**src/kp_pkg.sv**
```systemverilog
package kp_pkg;

  // Register indices; byte address on the bus is four times the index
  localparam logic [31:0] KP_CTRL_IDX = 32'h10003000;
  localparam logic [31:0] KP_STAT_IDX = 32'h10003002;
  localparam logic [31:0] KP_DIR_IDX = 32'h10003004;
  localparam logic [31:0] KP_DATA_IDX = 32'h10003006;

  // Status register fields
  localparam int unsigned KP_ST_PRESS = 0;
  localparam int unsigned KP_ST_RELEASE = 1;
  localparam int unsigned KP_ST_PRESS_CLR = 2;
  localparam int unsigned KP_ST_REL_SET = 3;
  localparam int unsigned KP_ST_REL_IE = 8;
  localparam int unsigned KP_ST_PRESS_IE = 9;

  // Reset values
  localparam logic [15:0] KP_CTRL_RST = 16'h0000;
  localparam logic [15:0] KP_DIR_RST = 16'h0000;

  // Port shape
  localparam int unsigned KP_PINS = 16;
  localparam int unsigned KP_ROWS = 8;
  localparam int unsigned KP_SYNC_STAGES = 4;

  // Timing: 256 Hz filter sample clock derived from the 40 MHz bus clock
  localparam int unsigned KP_CLK_PERIOD_NS = 25;
  localparam int unsigned KP_SAMPLE_PERIOD_NS = 3906250;
  localparam int unsigned KP_FILTER_MS = 16;
  localparam int unsigned KP_SAMPLE_DIV =
    KP_SAMPLE_PERIOD_NS / KP_CLK_PERIOD_NS;

endpackage

```
**src/kp_matrix_port.sv**
```systemverilog
`timescale 1ns/1ps

// How it works
// - Sixteen pins: up to eight rows by eight columns, spare pins as GPIO.
// - Direction zero means input; row pins then enable their pull-up.
// - Column output is totem-pole, or open-drain when its control bit set.
// - Row outputs are always totem-pole, no open-drain option.
// - Open-drain bit kills high drive; ignored while pin is an input.
// - Row enable includes that row in press detection and interrupts.
// - Reset clears control: rows disabled, columns totem-pole.
// - Row enable ignores direction; driving an enabled row low raises press.
// - Press flag sets when any enabled row is low after filtering; sticky.
// - Clearing press chain with key held gives a fresh press after delay.
// - Release flag sets when all enabled rows high after filtering; sticky.
// - Release flag normally sets again only after press then release.
// - Release interrupt enable gates the release flag onto the request.
// - Press interrupt enable gates the press flag onto the request.
// - Writing one to release-sync-set fills release chain; reads zero.
// - Writing one to press-sync-clear empties press chain; reads zero.
// - Release flag clears only on a written one; zero leaves it.
// - Flags may reassert; short events may pass an uninitialised chain.
// - Control and status take byte and halfword writes.
// - Press flag clears only on a written one.
// - Four-stage filter sampled at 256 Hz rejects noise shorter than three sample periods.
// - Data latch drives outputs; reads show pins for inputs; no reset.
// - Reset clears direction, all sixteen pins inputs.
module kp_matrix_port #(
  parameter int unsigned SAMPLE_DIV = kp_pkg::KP_SAMPLE_DIV,
  parameter int unsigned STAGES = kp_pkg::KP_SYNC_STAGES
) (
  // Clock and reset
  input wire logic pclk,
  input wire logic presetn,
  // APB slave
  input wire logic psel,
  input wire logic penable,
  input wire logic pwrite,
  input wire logic [31:0] paddr,
  input wire logic [31:0] pwdata,
  input wire logic [3:0] pstrb,
  output logic [31:0] prdata,
  output logic pready,
  output logic pslverr,
  // Port pins, split into input, output and enable
  input wire logic [15:0] pin_in,
  output logic [15:0] pin_out,
  output logic [15:0] pin_oe,
  output logic [7:0] row_pullup_en,
  // Combined keypad request
  output logic kp_irq
);

  localparam int unsigned CW = (SAMPLE_DIV > 1) ? $clog2(SAMPLE_DIV) : 1;
  localparam logic [CW-1:0] CNT_LAST = CW'(SAMPLE_DIV - 1);

  ////////////////////////////////////////////////////////////////////////////
  // Bus decode

  logic [15:0] ctrl_ff;
  logic [15:0] dir_ff;
  logic [15:0] data_ff;
  logic press_flag_ff;
  logic release_flag_ff;
  logic press_ie_ff;
  logic release_ie_ff;
  logic [31:0] prdata_ff;
  logic [STAGES-1:0] press_ch_ff;
  logic [STAGES-1:0] rel_ch_ff;
  logic [CW-1:0] cnt_ff;

  logic sel_ctrl;
  logic sel_stat;
  logic sel_dir;
  logic sel_data;
  logic hit;
  logic wr;
  logic stat_wr;
  logic press_clr;
  logic rel_clr;
  logic press_sync_clr;
  logic rel_sync_set;

  assign sel_ctrl = paddr == {kp_pkg::KP_CTRL_IDX[29:0], 2'b00};
  assign sel_stat = paddr == {kp_pkg::KP_STAT_IDX[29:0], 2'b00};
  assign sel_dir = paddr == {kp_pkg::KP_DIR_IDX[29:0], 2'b00};
  assign sel_data = paddr == {kp_pkg::KP_DATA_IDX[29:0], 2'b00};
  assign hit = sel_ctrl | sel_stat | sel_dir | sel_data;

  // Zero wait states; unmapped addresses answer with an error
  assign pready = psel & penable;
  assign pslverr = psel & penable & ~hit;
  assign wr = psel & penable & pwrite & hit;
  assign stat_wr = wr & sel_stat;

  // Flag clears and chain commands live in the low status byte
  assign press_clr = stat_wr & pstrb[0] & pwdata[kp_pkg::KP_ST_PRESS];
  assign rel_clr = stat_wr & pstrb[0] & pwdata[kp_pkg::KP_ST_RELEASE];
  assign press_sync_clr =
    stat_wr & pstrb[0] & pwdata[kp_pkg::KP_ST_PRESS_CLR];
  assign rel_sync_set =
    stat_wr & pstrb[0] & pwdata[kp_pkg::KP_ST_REL_SET];

  // Byte-lane merge so byte and halfword writes touch only their lanes
  function automatic logic [15:0] merge(input logic [15:0] old,
                                        input logic [15:0] wd,
                                        input logic [1:0] be);
    logic [15:0] r;
    r = old;
    if (be[0])
    begin
      r[7:0] = wd[7:0];
    end
    if (be[1])
    begin
      r[15:8] = wd[15:8];
    end
    return r;
  endfunction

  ////////////////////////////////////////////////////////////////////////////
  // Control, direction and data registers

  always_ff @(posedge pclk or negedge presetn)
  begin
    if (!presetn)
    begin
      ctrl_ff <= kp_pkg::KP_CTRL_RST;
    end
    else if (wr & sel_ctrl)
    begin
      ctrl_ff <= merge(ctrl_ff, pwdata[15:0], pstrb[1:0]);
    end
  end

  always_ff @(posedge pclk or negedge presetn)
  begin
    if (!presetn)
    begin
      dir_ff <= kp_pkg::KP_DIR_RST;
    end
    else if (wr & sel_dir)
    begin
      dir_ff <= merge(dir_ff, pwdata[15:0], pstrb[1:0]);
    end
  end

  // Output latch deliberately has no reset; software loads it first
  always_ff @(posedge pclk)
  begin
    if (wr & sel_data)
    begin
      data_ff <= merge(data_ff, pwdata[15:0], pstrb[1:0]);
    end
  end

  always_ff @(posedge pclk or negedge presetn)
  begin
    if (!presetn)
    begin
      press_ie_ff <= 1'b0;
      release_ie_ff <= 1'b0;
    end
    else if (stat_wr & pstrb[1])
    begin
      press_ie_ff <= pwdata[kp_pkg::KP_ST_PRESS_IE];
      release_ie_ff <= pwdata[kp_pkg::KP_ST_REL_IE];
    end
  end

  ////////////////////////////////////////////////////////////////////////////
  // Pins

  logic [15:0] sensed;
  logic [7:0] rows_en;
  logic [7:0] col_od;

  // Output pins read back their latch, inputs read the pin
  assign sensed = (dir_ff & data_ff) | (~dir_ff & pin_in);
  assign rows_en = ctrl_ff[7:0];
  assign col_od = ctrl_ff[15:8];

  // Masked by direction so the unreset latch never reaches the pins
  assign pin_out = data_ff & dir_ff;
  assign pin_oe[7:0] = dir_ff[7:0];
  // Open-drain column drives only its low level
  assign pin_oe[15:8] = dir_ff[15:8] & (~col_od | ~data_ff[15:8]);
  assign row_pullup_en = ~dir_ff[7:0];

  ////////////////////////////////////////////////////////////////////////////
  // Filter sample tick

  logic tick;

  assign tick = cnt_ff == CNT_LAST;

  always_ff @(posedge pclk or negedge presetn)
  begin
    if (!presetn)
    begin
      cnt_ff <= '0;
    end
    else if (tick)
    begin
      cnt_ff <= '0;
    end
    else
    begin
      cnt_ff <= cnt_ff + CW'(1);
    end
  end

  ////////////////////////////////////////////////////////////////////////////
  // Press and release chains

  logic press_in;
  logic rel_in;
  logic [STAGES-1:0] nxt_press_ch;
  logic [STAGES-1:0] nxt_rel_ch;
  logic press_set;
  logic rel_set;

  // Sensed level is used, so an output row driven low counts as a press
  assign press_in = |(rows_en & ~sensed[7:0]);
  assign rel_in = &(~rows_en | sensed[7:0]);
  assign nxt_press_ch = {press_ch_ff[STAGES-2:0], press_in};
  assign nxt_rel_ch = {rel_ch_ff[STAGES-2:0], rel_in};

  // Set fires when the chain becomes full at a sample, like a clocked latch
  // set; a software command that loads the chain never raises a flag.
  assign press_set = tick & ~press_sync_clr & (&nxt_press_ch)
    & ~(&press_ch_ff);
  assign rel_set = tick & ~rel_sync_set & (&nxt_rel_ch)
    & ~(&rel_ch_ff);

  // Chains keep their history across a flag clear, so short events can
  // complete a partly filled chain unless software reloads it.
  always_ff @(posedge pclk or negedge presetn)
  begin
    if (!presetn)
    begin
      press_ch_ff <= '0;
    end
    else if (press_sync_clr)
    begin
      press_ch_ff <= '0;
    end
    else if (tick)
    begin
      press_ch_ff <= nxt_press_ch;
    end
  end

  always_ff @(posedge pclk or negedge presetn)
  begin
    if (!presetn)
    begin
      rel_ch_ff <= '0;
    end
    else if (rel_sync_set)
    begin
      rel_ch_ff <= '1;
    end
    else if (tick)
    begin
      rel_ch_ff <= nxt_rel_ch;
    end
  end

  ////////////////////////////////////////////////////////////////////////////
  // Sticky flags; a set in the clearing cycle wins

  always_ff @(posedge pclk or negedge presetn)
  begin
    if (!presetn)
    begin
      press_flag_ff <= 1'b0;
    end
    else
    begin
      press_flag_ff <= press_set | (press_flag_ff & ~press_clr);
    end
  end

  always_ff @(posedge pclk or negedge presetn)
  begin
    if (!presetn)
    begin
      release_flag_ff <= 1'b0;
    end
    else
    begin
      release_flag_ff <= rel_set | (release_flag_ff & ~rel_clr);
    end
  end

  assign kp_irq = (press_flag_ff & press_ie_ff)
    | (release_flag_ff & release_ie_ff);

  ////////////////////////////////////////////////////////////////////////////
  // Read data, captured in the setup cycle

  logic [15:0] stat_view;
  logic [15:0] rd_mux;

  always_comb
  begin
    stat_view = '0;
    stat_view[kp_pkg::KP_ST_PRESS] = press_flag_ff;
    stat_view[kp_pkg::KP_ST_RELEASE] = release_flag_ff;
    stat_view[kp_pkg::KP_ST_REL_IE] = release_ie_ff;
    stat_view[kp_pkg::KP_ST_PRESS_IE] = press_ie_ff;
  end

  always_comb
  begin
    rd_mux = '0;
    if (sel_ctrl)
    begin
      rd_mux = ctrl_ff;
    end
    else if (sel_stat)
    begin
      rd_mux = stat_view;
    end
    else if (sel_dir)
    begin
      rd_mux = dir_ff;
    end
    else if (sel_data)
    begin
      rd_mux = sensed;
    end
  end

  always_ff @(posedge pclk or negedge presetn)
  begin
    if (!presetn)
    begin
      prdata_ff <= '0;
    end
    else if (psel & ~penable)
    begin
      prdata_ff <= {16'h0000, rd_mux};
    end
  end

  assign prdata = prdata_ff;
endmodule

```
**config.mk**
```make
export PLATFORM = sky130hd
export DESIGN_NAME = kp_matrix_port
export DESIGN_NICKNAME = d
export VERILOG_FILES = /design/src/kp_pkg.sv /design/src/kp_matrix_port.sv
export SDC_FILE = /design/constraint.sdc
export NUM_CORES = 1
export LEC_CHECK = 0
export BUFFER_PORTS_ARGS = -buffer_cell sky130_fd_sc_hd__buf_4
export CAP_MARGIN = 15
export CORE_UTILIZATION = 46
export DETAILED_ROUTE_END_ITERATION = 10
export PLACE_DENSITY = 0.76
export REMOVE_ABC_BUFFERS = 1
export SLEW_MARGIN = 20
export SYNTH_ARGS = -nofsm -noshare
export SYNTH_HDL_FRONTEND = slang
export SYNTH_SLANG_ARGS = --single-unit
```
**constraint.sdc**
```tcl
create_clock -name pclk -period 1.82 [get_ports pclk]
set_clock_uncertainty 0.1 [all_clocks]
set_input_delay 0 -clock pclk [delete_from_list [all_inputs] [get_ports pclk]]
set_output_delay 0 -clock pclk [all_outputs]
set_load 0.1 [all_outputs]
```
# Yosys cells after proc, flatten, opt, wreduce, memory -nomap -nowiden
# Cells that the tools add are included.
[classes] n_addsub=1 mul=0 div_mod_pow=0 magnitude_cmp=0 n_eq_ne=5 shift=0 muxes=9 bitwise_logic=52 reduce_logical=14
[op_table] operator="$eq A32 B31 Y1 const B" count=4
[op_table] operator="$mux W16" count=4
[op_table] operator="$not A8 Y8" count=5
[op_table] operator="$and A16 B16 Y16" count=2
[op_table] operator="$and A1 B1 Y1" count=25
[op_table] operator="$add A18 B1 Y18 const B" count=1
[op_table] operator="$eq A18 B18 Y1 const B" count=1
[op_table] operator="$mux W18" count=1
[op_table] operator="$and A8 B8 Y8" count=2
[op_table] operator="$mux W4" count=4
[op_table] operator="$not A16 Y16" count=1
[op_table] operator="$or A16 B16 Y16" count=1
[op_table] operator="$or A8 B8 Y8" count=2
[op_table] operator="$reduce_and A2 Y1" count=6
[op_table] operator="$reduce_and A4 Y1" count=3
[op_table] operator="$reduce_and A11 Y1" count=1
[op_table] operator="$not A1 Y1" count=8
[op_table] operator="$reduce_and A8 Y1" count=1
[op_table] operator="$reduce_or A8 Y1" count=1
[op_table] operator="$or A1 B1 Y1" count=6
[op_table] operator="$reduce_bool A2 Y1" count=2
[totals] regBits=94 latch_bits=0 ram_bits=0 rom_bits=0 out_inout_bits=75 mem_count=0

# Longest topological paths before layout
[logic_depth] ltp_word=13 mapped_depth=8 ltp_nobuf=7

# Worst setup path after synthesis
# OpenSTA, ideal clock, no wires.
[synth_timing] kind="register -> output" from="register data_ff[9]" to="output port pin_oe[9]" t_arrival_ns=2.580 required_ns=1.720 path_slack_ns=-0.860 path_stages_with_launch=2 cell_sequence="edfxtp_1 > a21boi_0"
[synth_via] elab_chain_cells=3
[synth_lines] item="start, declared" line="kp_matrix_port.sv:61" rtl="logic [15:0] data_ff;"
[synth_lines] item="start signal, assigned" line="kp_matrix_port.sv:152" rtl="data_ff <= merge(data_ff, pwdata[15:0], pstrb[1:0]);"
[synth_lines] item="$not A8 Y8" line="kp_matrix_port.sv:186" rtl="assign pin_oe[15:8] = dir_ff[15:8] & (~col_od | ~data_ff[15:8]);"
[synth_lines] item="$or A8 B8 Y8" line="kp_matrix_port.sv:186"
[synth_lines] item="$and A8 B8 Y8" line="kp_matrix_port.sv:186"
[synth_lines] item="end, declared" line="kp_matrix_port.sv:47" rtl="output logic [15:0] pin_oe,"
# No other way between the ends.

# Final worst setup path
[layout_timing] from="register cnt_ff[8]" to="register release_flag_ff"
[layout_via] elab_chain_cells=5
[layout_lines] item="start, declared" line="kp_matrix_port.sv:69" rtl="logic [CW-1:0] cnt_ff;"
[layout_lines] item="start signal, assigned" line="kp_matrix_port.sv:208" rtl="cnt_ff <= cnt_ff + CW'(1);"
[layout_lines] item="$eq A18 B18 Y1" line="kp_matrix_port.sv:194" rtl="assign tick = cnt_ff == CNT_LAST;"
[layout_lines] item="$and A1 B1 Y1 (2 in series)" line="kp_matrix_port.sv:232" rtl="assign rel_set = tick & ~rel_sync_set & (&nxt_rel_ch)"
[layout_lines] item="$and A1 B1 Y1" line="kp_matrix_port.sv:233" rtl="& ~(&rel_ch_ff);"
[layout_lines] item="$or A1 B1 Y1" line="kp_matrix_port.sv:292" rtl="release_flag_ff <= rel_set | (release_flag_ff & ~rel_clr);"
[layout_lines] item="end signal, assigned" line="kp_matrix_port.sv:292"
[layout_lines] item="end, declared" line="kp_matrix_port.sv:63" rtl="logic release_flag_ff;"
# No other way between the ends.
# A chain may end at the register's enable or synchronous reset.

==> summary.txt <==
Die
  • Site Rows: 36
  • Initial core utilization: 0.484
  • DIE AREA: 10900 µm²
  • I/O pins: around 160
  • Die X: 104 µm
  • Core Region: 9950 µm²
  • Die Y: 104 µm

STA
  • Slew HR: 0.499
  • Fin crit period: about 2.0 ns
  • Setup Viol. Count Final: 9
  • Worst Tran Pin Value: 0.750 ns
  • RSZ-0062 raised after global routing: yes
  • Hold slack: approximately 0.038 ns
  • Fin. Hold Viols: 0
  • Max-slew violation count: 0
  • Worst Slack Setup Final: -0.203 ns
  • Fmax: between 400 and 500 MHz
  • Period utilization: 1.11

Critical path
  • Setup CP Type: flip-flop to flip-flop
  • Crit path depth: 6
  • Largest stage delay, worst path: 0.50 ns
  • Crit path max fanout: 5
  • Family with the most delay on the worst path: simple AND/OR/NAND/NOR gates
  • CP bufs+invs: 1
  • Worst EP arrival: 2.22 ns
  • Endpoint class of the critical path: flip-flop
  • Slowest stage cell, crit path: or4_4
  • WP data required: between 2 and 2.5 ns
  • Setup crit start kind: flip-flop
  • Reg2Reg Depth: 6
  • Critical path cell sequence: nor4bb_2 > nand4_1 > or4_4 > buf_4 > nor2_4 > a32o_1

Drt
  • Post-DR vias/cell: 5.33
  • First DRT Iteration DRCs: 199
  • Post-route ant nets: 0
  • # DRC: 0
  • Vias: 4223
  • Post-Route WL: 13200 µm
  • 1st-pass router iterations: 4
  • WL/cell: 16.7 µm

Outcome
  • Status: complete, but fails checks
  • Failing checks: setup timing

Synthesis
  • Post-Synth Simple-Gate Area: 0.162
  • Largest family of logic cells by synthesized area: simple AND/OR/NAND/NOR gates
  • Avg Synthesized Cell Area: roughly 11 µm²
  • Yosys reg bits: 94
  • Post-synthesis mux area share: 0.120
  • Top-area cell type share of the netlist area: 0.405
  • Asr flop ratio synth: 0.830
  • Main synth FF type: dfrtp_1
  • Adder-Cell Fraction of Synth Area: 0.00519
  • Distinct cell type count after synthesis: 49
  • Synthesized area: 4820 µm²
  • Compound-Gate Fraction of Synth Area: 0.114
  • Yosys warns: 0
  • Synth top area cells: dfrtp_1, edfxtp_1, mux2_2
  • Synthesized instance count: 456
  • Synth Area in XOR/XNOR: 0.0273
  • Dominant cell type by area after synthesis: dfrtp_1
  • EDFF count, synth: 16
  • Post-synthesis sequential area ratio: 0.505

Placed design
  • Setup WS pre-CTS: -0.512 ns
  • Port bufs: ~130
  • Cell count after placement: 749
  • Post-DP HPWL: 9670 µm
  • Gpl congestion: 0.867

Global routing
  • Vias in the first global route: ~4300
  • First-pass GRT wire length: 21000 µm
  • Initial antenna violation count: 0
  • GRT overflow: 0
  • Gr usage total: 0.244
  • Largest net degree at the start of global routing: 43

Power
  • Total power: slightly below 4 mW
  • Pwr per Cell Area: 569 nW/µm²
  • Leak: 3.22 nW
  • Worst vdd ir: 0.000449 V

Finish
  • Fin nets: between 700 and 800
  • Layout Cells excl Fill: around 800
  • Area growth syn-to-layout: 40.0%
  • Share of cells above drive strength 1: 0.390
  • Ant. Diodes: 0

CTS
  • Clock latency on the worst-skew pair: around 0.36 ns
  • H-tree depth: 3
  • Clock transition at the registers of the reported paths: approximately 0.090 ns
  • CTS tree: done
  • Max Root-Sink Buffers: 2
  • CTS Sinks: 94
  • Clock buffer count from CTS: 9
  • Root buf cell: clkbuf_8

Hold path
  • Hold path depth: 4
  • Hold WC Path Type: input pin to flip-flop

Flow run
  • Max Cap Viol: 0
-- power by group --
group / leakage (nW) / switching [mW] / total, mW / internal [mW]
Sequential: 1.18 / 0.000000000981 / 2.14 / 2.14
Clock: 0.0736 / 0.725 / 1.22 / 0.490
Combinational: 1.97 / 0.314 / 0.490 / 0.177
-- per-stage QoR --
step | utilization | TNS (ns) | cell area [µm²]
finish | 0.678 | -1.28 | 6750
global route | 0.678 | -1.75 | 6750
CTS | 0.670 | -1.36 | 6670
detailed placement | 0.624 | -30.27 | 6220
global placement | 0.624 | -25.08 | 6220
floorplan | - | -38.25 | 4640
-- cell type report --
class	instances	area [µm²]
clock buffer	10	128
timing repair buffer	211	1680
multi-input combinational	317	2220
sequential	94	2430
clock inverter	6	38.8
inverter	21	78.8
tap	133	166
fill	773	3210
-- logic make-up after synthesis --
group	after synthesis
flops	94
compound gates	86
fa+ha+maj	2
simple gates	145
buf+inv	60
mux	53
other cells	1
xor+xnor	15
-- path summary, 6_finish.rpt --
path | startpoint | to | slack, ns
min in group asynchronous | presetn | ctrl_ff[6]$_DFFE_PN0P_ | 0.08
max in group asynchronous | presetn | prdata[9]$_DFFE_PN0P_ | 0.92
max | cnt_ff[8]$_DFF_PN0_ | release_flag_ff$_DFF_PN0_ | -0.20
min reg2reg | ctrl_ff[12]$_DFFE_PN0P_ | prdata[12]$_DFFE_PN0P_ | 0.39
max reg2reg | cnt_ff[8]$_DFF_PN0_ | release_flag_ff$_DFF_PN0_ | -0.20
min | pin_in[0] | prdata[0]$_DFFE_PN0P_ | 0.04
-- state kept, by name, indices dropped and copies added (netlist names) --
name / cells
data_ff: 16
press_ch_ff: 4
cnt_ff: 18
press_ie_ff: 1
dir_ff: 16
rel_ch_ff: 4
press_flag_ff: 1
prdata: 16
release_ie_ff: 1
release_flag_ff: 1
ctrl_ff: 16
-- synthesized netlist by cell type (2+ instances only) --
master	instances
and4_1	2
a22oi_1	4
and3_1	4
xor2_1	9
edfxtp_1	16
o21bai_1	6
mux2i_1	14
nor2b_1	2
o21ai_0	33
dfrtp_1	78
nor2_1	27
nor4b_1	2
and2_1	17
buf_1	3
and4b_1	2
nand3b_1	4
or3_1	5
xnor2_1	6
ha_1	2
nand2b_1	2
o41ai_1	6
clkbuf_1	11
nor3_1	6
a21o_1	7
nand3_1	7
a21boi_0	8
nand4_1	6
mux2_2	39
buf_4	24
nand2_1	43
nor4_1	7
a21oi_1	7
or4_1	2
a31oi_1	9
or3b_2	2
inv_1	21
-- cell usage in the layout (no fill, tap or decap), drive strengths merged, types with 5 or more instances in the layout --
master       count
a21boi           8
a21o             7
a21oi            7
a31oi            9
and2            17
buf            187
clkbuf          10
conb            16
dfrtp           78
dlygate4sd3     24
edfxtp          16
inv             21
mux2            39
mux2i           14
nand2           43
nand3            7
nand4            6
nor2            27
nor3             8
nor4             7
o21ai           33
o21bai           6
o41ai            6
or3              5
xnor2            6
xor2             9
-- repair_timing --
action | CTS | global route
setup buffers | 1 | 5
resized for setup | 10 | 10
hold buffers | 24 | 0
setup endpoints to repair | 62 | 42
pin swaps | 7 | 6
hold endpoints to repair | 132 | 0
-- metal layers --
| metal | track usage | up-vias | share of wire |
|---|---|---|---|
| met2 | 0.443 | 142 | 0.53 |
| met5 | 0 | - | 0 |
| met3 | 0.0407 | 25 | 0.050 |
| met1 | 0.291 | 2088 | 0.40 |
| met4 | 0.0765 | 0 | 0.019 |
| li1 | - | 1968 | - |
-- tightest hold or removal path, stage by stage --
cell and delay [ns]:
buf_4 0.09, mux2_2 0.13, o21ai_0 0.07, o21ai_0 0.16
Note: power is estimated with default switching activity, not from simulation.
